[src/pkg/ccs_pkg.sv]
// Shared constants and types for the charger control and status register bank
package ccs_pkg;

  // Register offsets on the serial register port
  localparam logic [7:0] ADDR_SENSE_TIMEOUT_CONTROL   = 8'h11;
  localparam logic [7:0] ADDR_OUTPUT_PROTECT_CONTROL  = 8'h12;
  localparam logic [7:0] ADDR_BATTERY_BUS_FAULT_STAT  = 8'h13;
  localparam logic [7:0] ADDR_INPUT_CURRENT_FAULT_STAT = 8'h14;

  // Reset values
  localparam logic [7:0] SENSE_TIMEOUT_RST  = 8'h71;
  localparam logic [7:0] OUTPUT_PROTECT_RST = 8'h60;
  localparam logic [7:0] STATUS_RST         = 8'h00;

  // Field masks: soft reset keeps the soft-start field, role field is read-only
  localparam logic [7:0] SOFT_KEEP_MASK_11 = 8'h70;
  localparam logic [7:0] CTL12_WR_MASK     = 8'hFC;

  // Serial device address; the value is arbitrary
  localparam logic [6:0] I2C_DEV_ADDR = 7'h2A;

  // Switching frequency base codes, in units of 0.25 kHz
  localparam logic [11:0] FREQ_Q_187K5 = 12'h2EE;
  localparam logic [11:0] FREQ_Q_250K  = 12'h3E8;
  localparam logic [11:0] FREQ_Q_300K  = 12'h4B0;
  localparam logic [11:0] FREQ_Q_375K  = 12'h5DC;
  localparam logic [11:0] FREQ_Q_500K  = 12'h7D0;
  localparam logic [11:0] FREQ_Q_750K  = 12'hBB8;
  localparam logic [11:0] TRIM_DIVISOR = 12'h00A;

  // Frequency trim codes
  localparam logic [1:0] TRIM_NOMINAL = 2'h0;
  localparam logic [1:0] TRIM_UP      = 2'h1;
  localparam logic [1:0] TRIM_DOWN    = 2'h2;

  typedef enum logic [2:0] {
    ST_IDLE    = 3'h0,
    ST_ADDR    = 3'h1,
    ST_ADDR_ACK = 3'h3,
    ST_WR_BYTE = 3'h2,
    ST_WR_ACK  = 3'h6,
    ST_RD_BYTE = 3'h7,
    ST_RD_ACK  = 3'h5
  } ccs_state_e;

  typedef struct packed {
    logic       sense_resistor_sel;
    logic [2:0] softstart_limit;
    logic [1:0] undercurrent_deglitch_sel;
    logic [1:0] reserved;
  } ccs_ctl11_s;

  typedef struct packed {
    logic       out_overvolt_off;
    logic [1:0] out_overvolt_level;
    logic [1:0] switch_freq_trim;
    logic       reserved;
    logic [1:0] role_select;
  } ccs_ctl12_s;

  // Upper eight bits follow the battery/bus status register layout
  typedef struct packed {
    logic batt_overvolt_flag;
    logic batt_overvolt_alarm_flag;
    logic out_overvolt_flag;
    logic batt_overcurrent_flag;
    logic batt_overcurrent_alarm_flag;
    logic batt_undercurrent_alarm_flag;
    logic in_overvolt_flag;
    logic in_overvolt_alarm_flag;
    logic in_overcurrent_flag;
    logic in_overcurrent_alarm_flag;
    logic in_undercurrent_flag;
    logic in_reverse_current_flag;
    logic flying_cap_short_flag;
  } ccs_fault_s;

  typedef struct packed {
    logic        sense_resistor_sel;
    logic [2:0]  softstart_limit;
    logic [1:0]  undercurrent_deglitch_sel;
    logic        out_overvolt_off;
    logic [1:0]  out_overvolt_level;
    logic [1:0]  switch_freq_trim;
    logic [11:0] switch_freq_qkhz;
  } ccs_cfg_s;

  typedef struct packed {
    ccs_state_e  st;
    logic [3:0]  bit_cnt;
    logic [7:0]  shreg;
    logic [7:0]  ptr;
    logic        ptr_phase;
    logic        rw;
    logic        nack;
    logic        scl_prev;
    logic        sda_prev;
    logic        sda_oe;
    logic        sda_low;
    ccs_ctl11_s  ctl11;
    ccs_ctl12_s  ctl12;
    ccs_fault_s  fault;
    logic        fet_off;
    logic        chg_clr;
    logic        wd_restart;
    logic [11:0] freq;
  } ccs_regs_s;

endpackage : ccs_pkg

[src/core/ccs_sync.sv]
// Two-stage synchroniser for a group of asynchronous levels
`timescale 1ns/1ps
module ccs_sync #(
  parameter int W = 1
) (
  // Clock and reset
  input  wire logic         clock,
  input  wire logic         reset_n,
  // Levels
  input  wire logic [W-1:0] d,
  output logic      [W-1:0] q
);

  logic [2*W-1:0] stage_ff;
  logic [2*W-1:0] nxt_stage;

  // First stage feeds only the second stage
  always_comb begin
    nxt_stage = {stage_ff[W-1:0], d};
  end

  always_ff @(posedge clock or negedge reset_n) begin
    if (!reset_n) begin
      stage_ff <= '0;
    end else begin
      stage_ff <= nxt_stage;
    end
  end

  assign q = stage_ff[2*W-1:W];

endmodule : ccs_sync

[src/core/charger_control_status_regs.sv]
// Charger control and status registers with serial two-wire register port
`timescale 1ns/1ps
module charger_control_status_regs (
  // Clock and power-on reset
  input  wire logic               clock,
  input  wire logic               reset_n,
  // Two-wire serial register port
  input  wire logic               scl_in,
  input  wire logic               sda_in,
  output logic                    sda_out,
  output logic                    sda_oe,
  // Analog comparators and role strap
  input  wire ccs_pkg::ccs_fault_s fault_in,
  input  wire logic [1:0]         role_strap,
  // Neighbouring control registers
  input  wire logic               soft_reg_reset,
  input  wire logic [2:0]         switch_freq_base,
  // Control outputs
  output ccs_pkg::ccs_cfg_s       cfg,
  output logic                    fet_off,
  output logic                    charge_enable_clear,
  output logic                    watchdog_restart
);
  import ccs_pkg::*;

  ccs_regs_s  r_ff;
  ccs_regs_s  nxt_r;
  logic [16:0] sync_q;
  logic       scl_s;
  logic       sda_s;
  logic [1:0] role_s;
  ccs_fault_s fault_s;
  logic       start_c;
  logic       stop_c;
  logic       rise_c;
  logic       fall_c;
  logic [7:0] rd_data;
  logic [7:0] stat13;
  logic [7:0] stat14;
  logic [11:0] base_q;
  logic [11:0] tenth_q;

  ccs_sync #(.W(17)) u_sync (
    .clock   (clock),
    .reset_n (reset_n),
    .d       ({scl_in, sda_in, role_strap, fault_in}),
    .q       (sync_q)
  );

  assign {scl_s, sda_s, role_s, fault_s} = sync_q;

  // Bus conditions seen on synchronised lines
  // Synchronised lines leave reset low, so the first sample may look like an SCL rise;
  // idle ignores rises, and a START needs two high samples of SCL with SDA high on the first
  assign start_c = scl_s & r_ff.scl_prev & r_ff.sda_prev & ~sda_s;
  assign stop_c  = scl_s & r_ff.scl_prev & ~r_ff.sda_prev & sda_s;
  assign rise_c  = scl_s & ~r_ff.scl_prev;
  assign fall_c  = ~scl_s & r_ff.scl_prev;

  // Status views of the live fault levels
  assign stat13 = r_ff.fault[12:5];
  assign stat14 = {r_ff.fault.in_overcurrent_flag, r_ff.fault.in_overcurrent_alarm_flag,
                   r_ff.fault.in_undercurrent_flag, r_ff.fault.in_reverse_current_flag,
                   1'b0, r_ff.fault.flying_cap_short_flag, 2'b00};

  // Reads return the addressed byte; the pointer moves on as each byte is loaded
  always_comb begin
    case (r_ff.ptr)
      ADDR_SENSE_TIMEOUT_CONTROL:    rd_data = r_ff.ctl11;
      ADDR_OUTPUT_PROTECT_CONTROL:   rd_data = r_ff.ctl12;
      ADDR_BATTERY_BUS_FAULT_STAT:   rd_data = stat13;
      ADDR_INPUT_CURRENT_FAULT_STAT: rd_data = stat14;
      default:                       rd_data = STATUS_RST;
    endcase
  end

  // Nominal frequency from the base code; unused codes fall back to 500 kHz
  always_comb begin
    case (switch_freq_base)
      3'h0:    base_q = FREQ_Q_187K5;
      3'h1:    base_q = FREQ_Q_250K;
      3'h2:    base_q = FREQ_Q_300K;
      3'h3:    base_q = FREQ_Q_375K;
      3'h5:    base_q = FREQ_Q_750K;
      default: base_q = FREQ_Q_500K;
    endcase
    // Floor division keeps the trimmed value a whole count of 0.25 kHz steps
    tenth_q = base_q / TRIM_DIVISOR;
  end

  always_comb begin
    nxt_r            = r_ff;
    nxt_r.scl_prev   = scl_s;
    nxt_r.sda_prev   = sda_s;
    nxt_r.sda_low    = 1'b0;
    nxt_r.fault      = fault_s;
    nxt_r.ctl12.role_select = role_s;
    nxt_r.wd_restart = soft_reg_reset;

    // Protection acts while the comparator is high and not disabled
    nxt_r.fet_off = fault_s.out_overvolt_flag & ~r_ff.ctl12.out_overvolt_off;
    nxt_r.chg_clr = nxt_r.fet_off & ~r_ff.fet_off;

    case (r_ff.ctl12.switch_freq_trim)
      TRIM_UP:   nxt_r.freq = base_q + tenth_q;
      TRIM_DOWN: nxt_r.freq = base_q - tenth_q;
      default:   nxt_r.freq = base_q;
    endcase

    if (start_c) begin
      nxt_r.st        = ST_ADDR;
      nxt_r.bit_cnt   = 4'h0;
      nxt_r.ptr_phase = 1'b1;
      nxt_r.sda_oe    = 1'b0;
    end else if (stop_c) begin
      nxt_r.st     = ST_IDLE;
      nxt_r.sda_oe = 1'b0;
    end else begin
      case (r_ff.st)
        ST_IDLE: begin
          nxt_r.sda_oe = 1'b0;
        end
        ST_ADDR: begin
          if (rise_c) begin
            nxt_r.shreg   = {r_ff.shreg[6:0], sda_s};
            nxt_r.bit_cnt = r_ff.bit_cnt + 4'h1;
          end else if (fall_c && r_ff.bit_cnt == 4'h8) begin
            if (r_ff.shreg[7:1] == I2C_DEV_ADDR) begin
              nxt_r.rw     = r_ff.shreg[0];
              nxt_r.sda_oe = 1'b1;
              nxt_r.st     = ST_ADDR_ACK;
            end else begin
              nxt_r.st = ST_IDLE;
            end
          end
        end
        ST_ADDR_ACK: begin
          if (fall_c) begin
            nxt_r.bit_cnt = 4'h0;
            if (r_ff.rw) begin
              nxt_r.shreg  = rd_data;
              nxt_r.sda_oe = ~rd_data[7];
              nxt_r.ptr    = r_ff.ptr + 8'h01;
              nxt_r.st     = ST_RD_BYTE;
            end else begin
              nxt_r.sda_oe = 1'b0;
              nxt_r.st     = ST_WR_BYTE;
            end
          end
        end
        ST_WR_BYTE: begin
          if (rise_c) begin
            nxt_r.shreg   = {r_ff.shreg[6:0], sda_s};
            nxt_r.bit_cnt = r_ff.bit_cnt + 4'h1;
          end else if (fall_c && r_ff.bit_cnt == 4'h8) begin
            nxt_r.sda_oe = 1'b1;
            nxt_r.st     = ST_WR_ACK;
            if (r_ff.ptr_phase) begin
              nxt_r.ptr       = r_ff.shreg;
              nxt_r.ptr_phase = 1'b0;
            end else begin
              nxt_r.ptr = r_ff.ptr + 8'h01;
              if (r_ff.ptr == ADDR_SENSE_TIMEOUT_CONTROL) begin
                nxt_r.ctl11 = ccs_ctl11_s'(r_ff.shreg);
              end else if (r_ff.ptr == ADDR_OUTPUT_PROTECT_CONTROL) begin
                nxt_r.ctl12 = ccs_ctl12_s'((r_ff.shreg & CTL12_WR_MASK) |
                                           {6'h00, role_s});
              end
              // Status and unmapped offsets drop the data
            end
          end
        end
        ST_WR_ACK: begin
          if (fall_c) begin
            nxt_r.sda_oe  = 1'b0;
            nxt_r.bit_cnt = 4'h0;
            nxt_r.st      = ST_WR_BYTE;
          end
        end
        ST_RD_BYTE: begin
          if (rise_c) begin
            nxt_r.bit_cnt = r_ff.bit_cnt + 4'h1;
          end else if (fall_c) begin
            if (r_ff.bit_cnt == 4'h8) begin
              nxt_r.sda_oe = 1'b0;
              nxt_r.st     = ST_RD_ACK;
            end else begin
              nxt_r.shreg  = {r_ff.shreg[6:0], 1'b0};
              nxt_r.sda_oe = ~r_ff.shreg[6];
            end
          end
        end
        ST_RD_ACK: begin
          if (rise_c) begin
            nxt_r.nack = sda_s;
          end else if (fall_c) begin
            if (r_ff.nack) begin
              nxt_r.st = ST_IDLE;
            end else begin
              nxt_r.bit_cnt = 4'h0;
              nxt_r.shreg   = rd_data;
              nxt_r.sda_oe  = ~rd_data[7];
              nxt_r.ptr     = r_ff.ptr + 8'h01;
              nxt_r.st      = ST_RD_BYTE;
            end
          end
        end
        default: begin
          nxt_r.st     = ST_IDLE;
          nxt_r.sda_oe = 1'b0;
        end
      endcase
    end

    // Soft reset outranks a host write in the same cycle
    if (soft_reg_reset) begin
      nxt_r.ctl11 = ccs_ctl11_s'((r_ff.ctl11 & SOFT_KEEP_MASK_11) |
                                 (SENSE_TIMEOUT_RST & ~SOFT_KEEP_MASK_11));
      nxt_r.ctl12 = ccs_ctl12_s'((OUTPUT_PROTECT_RST & CTL12_WR_MASK) | {6'h00, role_s});
    end
  end

  always_ff @(posedge clock or negedge reset_n) begin
    if (!reset_n) begin
      r_ff       <= '0;
      r_ff.ctl11 <= SENSE_TIMEOUT_RST;
      r_ff.ctl12 <= OUTPUT_PROTECT_RST;
    end else begin
      r_ff <= nxt_r;
    end
  end

  assign sda_out             = r_ff.sda_low;
  assign sda_oe              = r_ff.sda_oe;
  assign fet_off             = r_ff.fet_off;
  assign charge_enable_clear = r_ff.chg_clr;
  assign watchdog_restart    = r_ff.wd_restart;
  assign cfg = '{sense_resistor_sel:        r_ff.ctl11.sense_resistor_sel,
                 softstart_limit:           r_ff.ctl11.softstart_limit,
                 undercurrent_deglitch_sel: r_ff.ctl11.undercurrent_deglitch_sel,
                 out_overvolt_off:          r_ff.ctl12.out_overvolt_off,
                 out_overvolt_level:        r_ff.ctl12.out_overvolt_level,
                 switch_freq_trim:          r_ff.ctl12.switch_freq_trim,
                 switch_freq_qkhz:          r_ff.freq};
endmodule : charger_control_status_regs

[config.mk]
export PLATFORM = sky130hd
export DESIGN_NAME = charger_control_status_regs
export DESIGN_NICKNAME = d
export VERILOG_FILES = /design/src/pkg/ccs_pkg.sv /design/src/core/ccs_sync.sv /design/src/core/charger_control_status_regs.sv
export SDC_FILE = /design/constraint.sdc
export NUM_CORES = 1
export LEC_CHECK = 0
export BUFFER_PORTS_ARGS = -buffer_cell sky130_fd_sc_hd__clkbuf_2
export CORE_MARGIN = 3
export CORE_UTILIZATION = 45
export DETAILED_ROUTE_END_ITERATION = 10
export PLACE_DENSITY = 0.59
export SYNTH_ARGS = -nofsm -noshare
export SYNTH_HDL_FRONTEND = slang
export SYNTH_SLANG_ARGS = --single-unit
[constraint.sdc]
create_clock -name clock -period 4.37 [get_ports clock]
set_input_delay 0.874 -clock clock [delete_from_list [all_inputs] [get_ports clock]]
set_output_delay 0.874 -clock clock [all_outputs]
set_load 0.02 [all_outputs]
After elaboration in Yosys (flattened, before gate mapping). Index checks and enable logic that the tools add are counted.

Add/subtract/negate cells: 4. Divide/modulo/power cells: 1. Eq/ne operators: 57. Mux-type cells: 69. Bitwise gates (word level): 23. Reductions and logical operators: 24.

Operators with widths (count): $mux 16 (8); $mux 23 (4); $pmux 8 s4 (2); $pmux 12 s5 (1); $mux 8 (7); $ne 4x4->1 const B (13); $reduce_and 12->1 (3); $ne 2x2->1 const B (17); $eq 8x5->1 const B (4); $mux 3 (10); $mux 1 (24); $pmux 12 s2 (1); $pmux 8 s3 (1); $ne 3x3->1 const B (7); $pmux 3 s7 (1); $mux 20 (1); $pmux 4 s5 (1); $mux 9 (2); $reduce_and 8->1 (2); $mux 7 (2); $not 1->1 (13); $add 12x12->12 (1); $div 12x4->12 const B (1); $eq 3x2->1 const B (4); 29 further kinds (48).

Register bits after elaboration: 107. Input port bits: 23. Output and inout port bits: 28. Logic and storage cells: 215.

Depth between registers and ports, before layout.
Depth after elaboration: 10. Depth in mapped cells: 19. Mapped depth without buffers: 17.

By module. From an unflattened synthesis, not the netlist that was laid out.

Cell total of the unflattened synthesis: 565. Area, all modules: 5655.4 um^2.

Modules (own cells, without submodules): charger_control_status_regs (times used 1, cells an instance 514, area each 4677.0 um^2, sequential area each 1834.3 um^2); ccs_sync (times used 1, cells an instance 51, area each 978.4 um^2, sequential area each 850.8 um^2).

Worst setup path before layout. OpenSTA, ideal clock, no wires.

Kind: input port to flip-flop. Start: input port switch_freq_base[2]. End: register r_ff, in the netlist cfg[11]. Setup time: 0.137 ns. Data arrival time: 4.326 ns. Data required time: 4.233 ns. Slack: -0.094 ns. Stages on the path: 17. Buffers on the path: 1. Cell sequence: buf_4 > nor2_1 > o21ai_0 > ha_1 > nand2b_1 > o21ba_2 > or3_1 > ha_1 > nor2_1 > xor2_1 > ha_1 > a21oi_1 > o2111ai_1 > o31ai_1 > o31ai_2 > a2111oi_0 > nor4_1.

RTL lines: start, declared (RTL line charger_control_status_regs.sv:17) `input wire logic [2:0] switch_freq_base,`; end signal, assigned (RTL line charger_control_status_regs.sv:229) `r_ff <= nxt_r;`; end, declared (RTL line charger_control_status_regs.sv:26) `ccs_regs_s r_ff;`.

==> reports/metrics.yaml <==
status: "completed"
cp-end-kind: "flop"
seq_area_frac_synth_pct: 48.63
wire_per_inst_um: 16.19
crit_type: "in2reg"
netlist_area_um2: 5522
p_comb_share_pct: 18.7
fmax_ghz: 0.2441
clockPowerShare_pct: 33.6
period_needed_ns: 4.096
fin_area_um2: 6060
relSlewSlack_pct: 46.54
syn_nets: 575
synth_top_cell_area_share_pct: 45.77
grt_max_degree: 67
start_util_pct: 47.15
dieArea_um2: 13640
timing.hold.ws_ns: 0.3452
p_leak_nw: 2.705
synthesis.instances: 532
die_w_um: 116.8
synthTopCellsByCount: "dfrtp_1 (101), nand2_1 (40), nor2_1 (35)"
clk_latency_ns: 0.34
htree_levels: 3
drive_gt1_share_pct: 21.63
grt_usage_pct: 18.35
cp.arrival_ns: 4.31
finalClockSkew_ns: 0.004524
clock-sinks: 107
power_mw: 2.398
via_per_inst: 5.525
place.gp.congestion: 0.8586
antenna_found_initial: 0
rsz0062_at_grt: "false"
p_seq_share_pct: 47.7
nFillCells: 1075
ios: 51
hold_viol_final: 0
numCtsBuffers: 9
antenna_left: 0
syn_area_per_cell_um2: 10.38
ys_ff_latch: 107
synthTopCellsByArea: "dfrtp_1 (46%), ha_1 (4.3%), buf_4 (3.4%)"
port_buffers: 49
clkTransAtPathRegs_ns: 0.07
dp_hpwl_um: 8255
firstDrtPassIters: 5
required_ns: 4.58
p_switching_mw: 0.7003
synth-edff-count: 0
p_per_area_nw_per_um2: 395.7
synth.distinct_cells: 72
worstMarginPinSlew_ns: 0.8019
die_h_um: 116.8
yosysMostFrequentCell: "dfrtp_1"
fin_util_pct: 51.74
min_period_over_period_pct: 93.73
yosysWarnings: 0
cts_tree: "yes"
cp_max_fo: 5
cts_setup_buffers: 0
layout.nets: 603
grt_pass1_wl_um: 19410
clockBufferDepth: 2
synth.largest_area_cell: "dfrtp_1"
core_um2: 11710
antennaDiodeCount: 0
swShare_pct: 29.21
max_cap_viol_count: 0
hold_path.class: "reg2reg"
ys.flop_type: "dfrtp_1"
drtIter0Drc: 319
rows: 39
wl_um: 11450
ir_drop_mv: 0.4148
syn2layout_area_growth_pct: 9.744
grt_overflow: 0
vias: 3906
setup_viol_count_final: 0
drc_errors: 0
slew_violations: 0
postPlaceCellArea_um2: 5758
r2r_slack_ns: 1.12
cp-start-kind: "input port"
power.internal_mw: 1.697
async_reset_ff_share_pct: 100.0
grt_pass1_vias: 3816
clockRootBuffer: "clkbuf_16"
-- state kept, by name, indices dropped and copies added (netlist names) --
register / count
watchdog_restart: 1
u_sync.stage_ff: 34
sda_oe: 1
r_ff: 46
fet_off: 1
cfg: 23
charge_enable_clear: 1
-- per-stage QoR --
stage,cells,TNS (ns),worst slack (ns)
6_report,707,0,0.2739
5_1_grt,707,0,0.01201
4_1_cts,707,0,0.2679
3_5_place_dp,692,-0.2516,-0.09985
3_3_place_gp,692,0,0.02872
2_1_floorplan,532,0,0.01279
-- critical path, stage by stage --
cell,delay [ns]
clkbuf_2,0.12
nor2_2,0.15
o21ai_1,0.10
ha_1,0.31
nand2b_1,0.14
o21ba_2,0.17
or3_1,0.40
ha_1,0.19
nor2_1,0.11
xor2_1,0.16
ha_1,0.28
a21oi_2,0.19
o2111ai_1,0.14
o31ai_2,0.27
o31ai_2,0.13
a2111oi_1,0.45
nor4_1,0.12
-- cells in the final DEF (no fill, tap or decap), types with 3 or more instances in the layout --
master       n
o21ai_0     32
clkbuf_16    9
nand2b_1    17
nand3_1     23
nor3b_1      4
mux2i_1     13
o22ai_1      6
dfstp_2      6
nor2b_1      7
a22o_1       7
nand2_1     40
o21ai_1      3
and2_1       4
clkbuf_2    48
nand3b_1     3
inv_1       19
a31oi_1      4
a21oi_1     32
nor2_1      34
mux2_2      12
buf_4       21
dfrtp_1    101
nor3_1       7
xnor2_1      6
or3_1        3
ha_1        19
o32ai_1      3
a222oi_1     8
o21a_1       3
xor2_1      12
-- final cells by class --
class	count	area, µm²	area share [%]
Sequential cell	107	2685	44.31
Clock buffer	9	225.2	3.717
Multi-Input combinational cell	354	2429	40.08
Clock inverter	6	72.57	1.198
Inverter	19	71.32	1.177
Tap cell	143	178.9	2.953
Timing Repair Buffer	69	397.9	6.566
-- power groups by stage --
| stage | Combinational (mW) | Clock, mW | Sequential (mW) |
|---|---|---|---|
| 2_1_floorplan | 0.347 | 0 | 1.12 |
| 3_3_place_gp | 0.438 | 0 | 1.16 |
| 3_5_place_dp | 0.448 | 0 | 1.16 |
| 4_1_cts | 0.451 | 0.833 | 1.14 |
| 5_1_grt | 0.506 | 0.881 | 1.16 |
| 6_report | 0.449 | 0.806 | 1.14 |
-- routing by layer --
| layer | up-vias | global-route usage, % | share of wire [%] |
|---|---|---|---|
| met5 | - | 0 | 0 |
| met4 | 0 | 5.275 | 1.2 |
| met3 | 11 | 5.347 | 4.5 |
| met2 | 79 | 26.92 | 46 |
| met1 | 1900 | 26.59 | 49 |
| li1 | 1916 | - | - |
-- cell families after synthesis --
kind of cell	Yosys count	share of synthesized area, %
mux	28	5.461
simple gates	164	15.68
buf+inv	71	7.614
other cells	1	0.06792
fa+ha+maj	21	4.849
xor+xnor	19	3.150
compound gates	121	14.55
flops	107	48.63
-- path summary, 6_finish.rpt --
check	cells past startpoint	startpoint	endpoint
min reg2reg	0	u_sync.stage_ff[25]$_DFF_PN0_	r_ff[23]$_DFF_PN0_
min in group asynchronous	1	reset_n	r_ff[56]$_DFFE_PN0P_
max	17	switch_freq_base[2]	cfg[11]$_DFF_PN0_
max reg2reg	11	cfg[12]$_DFFE_PN0P_	cfg[11]$_DFF_PN0_
max in group asynchronous	2	reset_n	u_sync.stage_ff[20]$_DFF_PN0_
min	0	u_sync.stage_ff[25]$_DFF_PN0_	r_ff[23]$_DFF_PN0_
-- repair_timing --
item,4_1_cts,5_1_grt
hold buffers,0,0
endpoints found under the setup margin,0,2
gates resized for setup,0,2
Note: power is estimated with default switching activity, not from simulation.
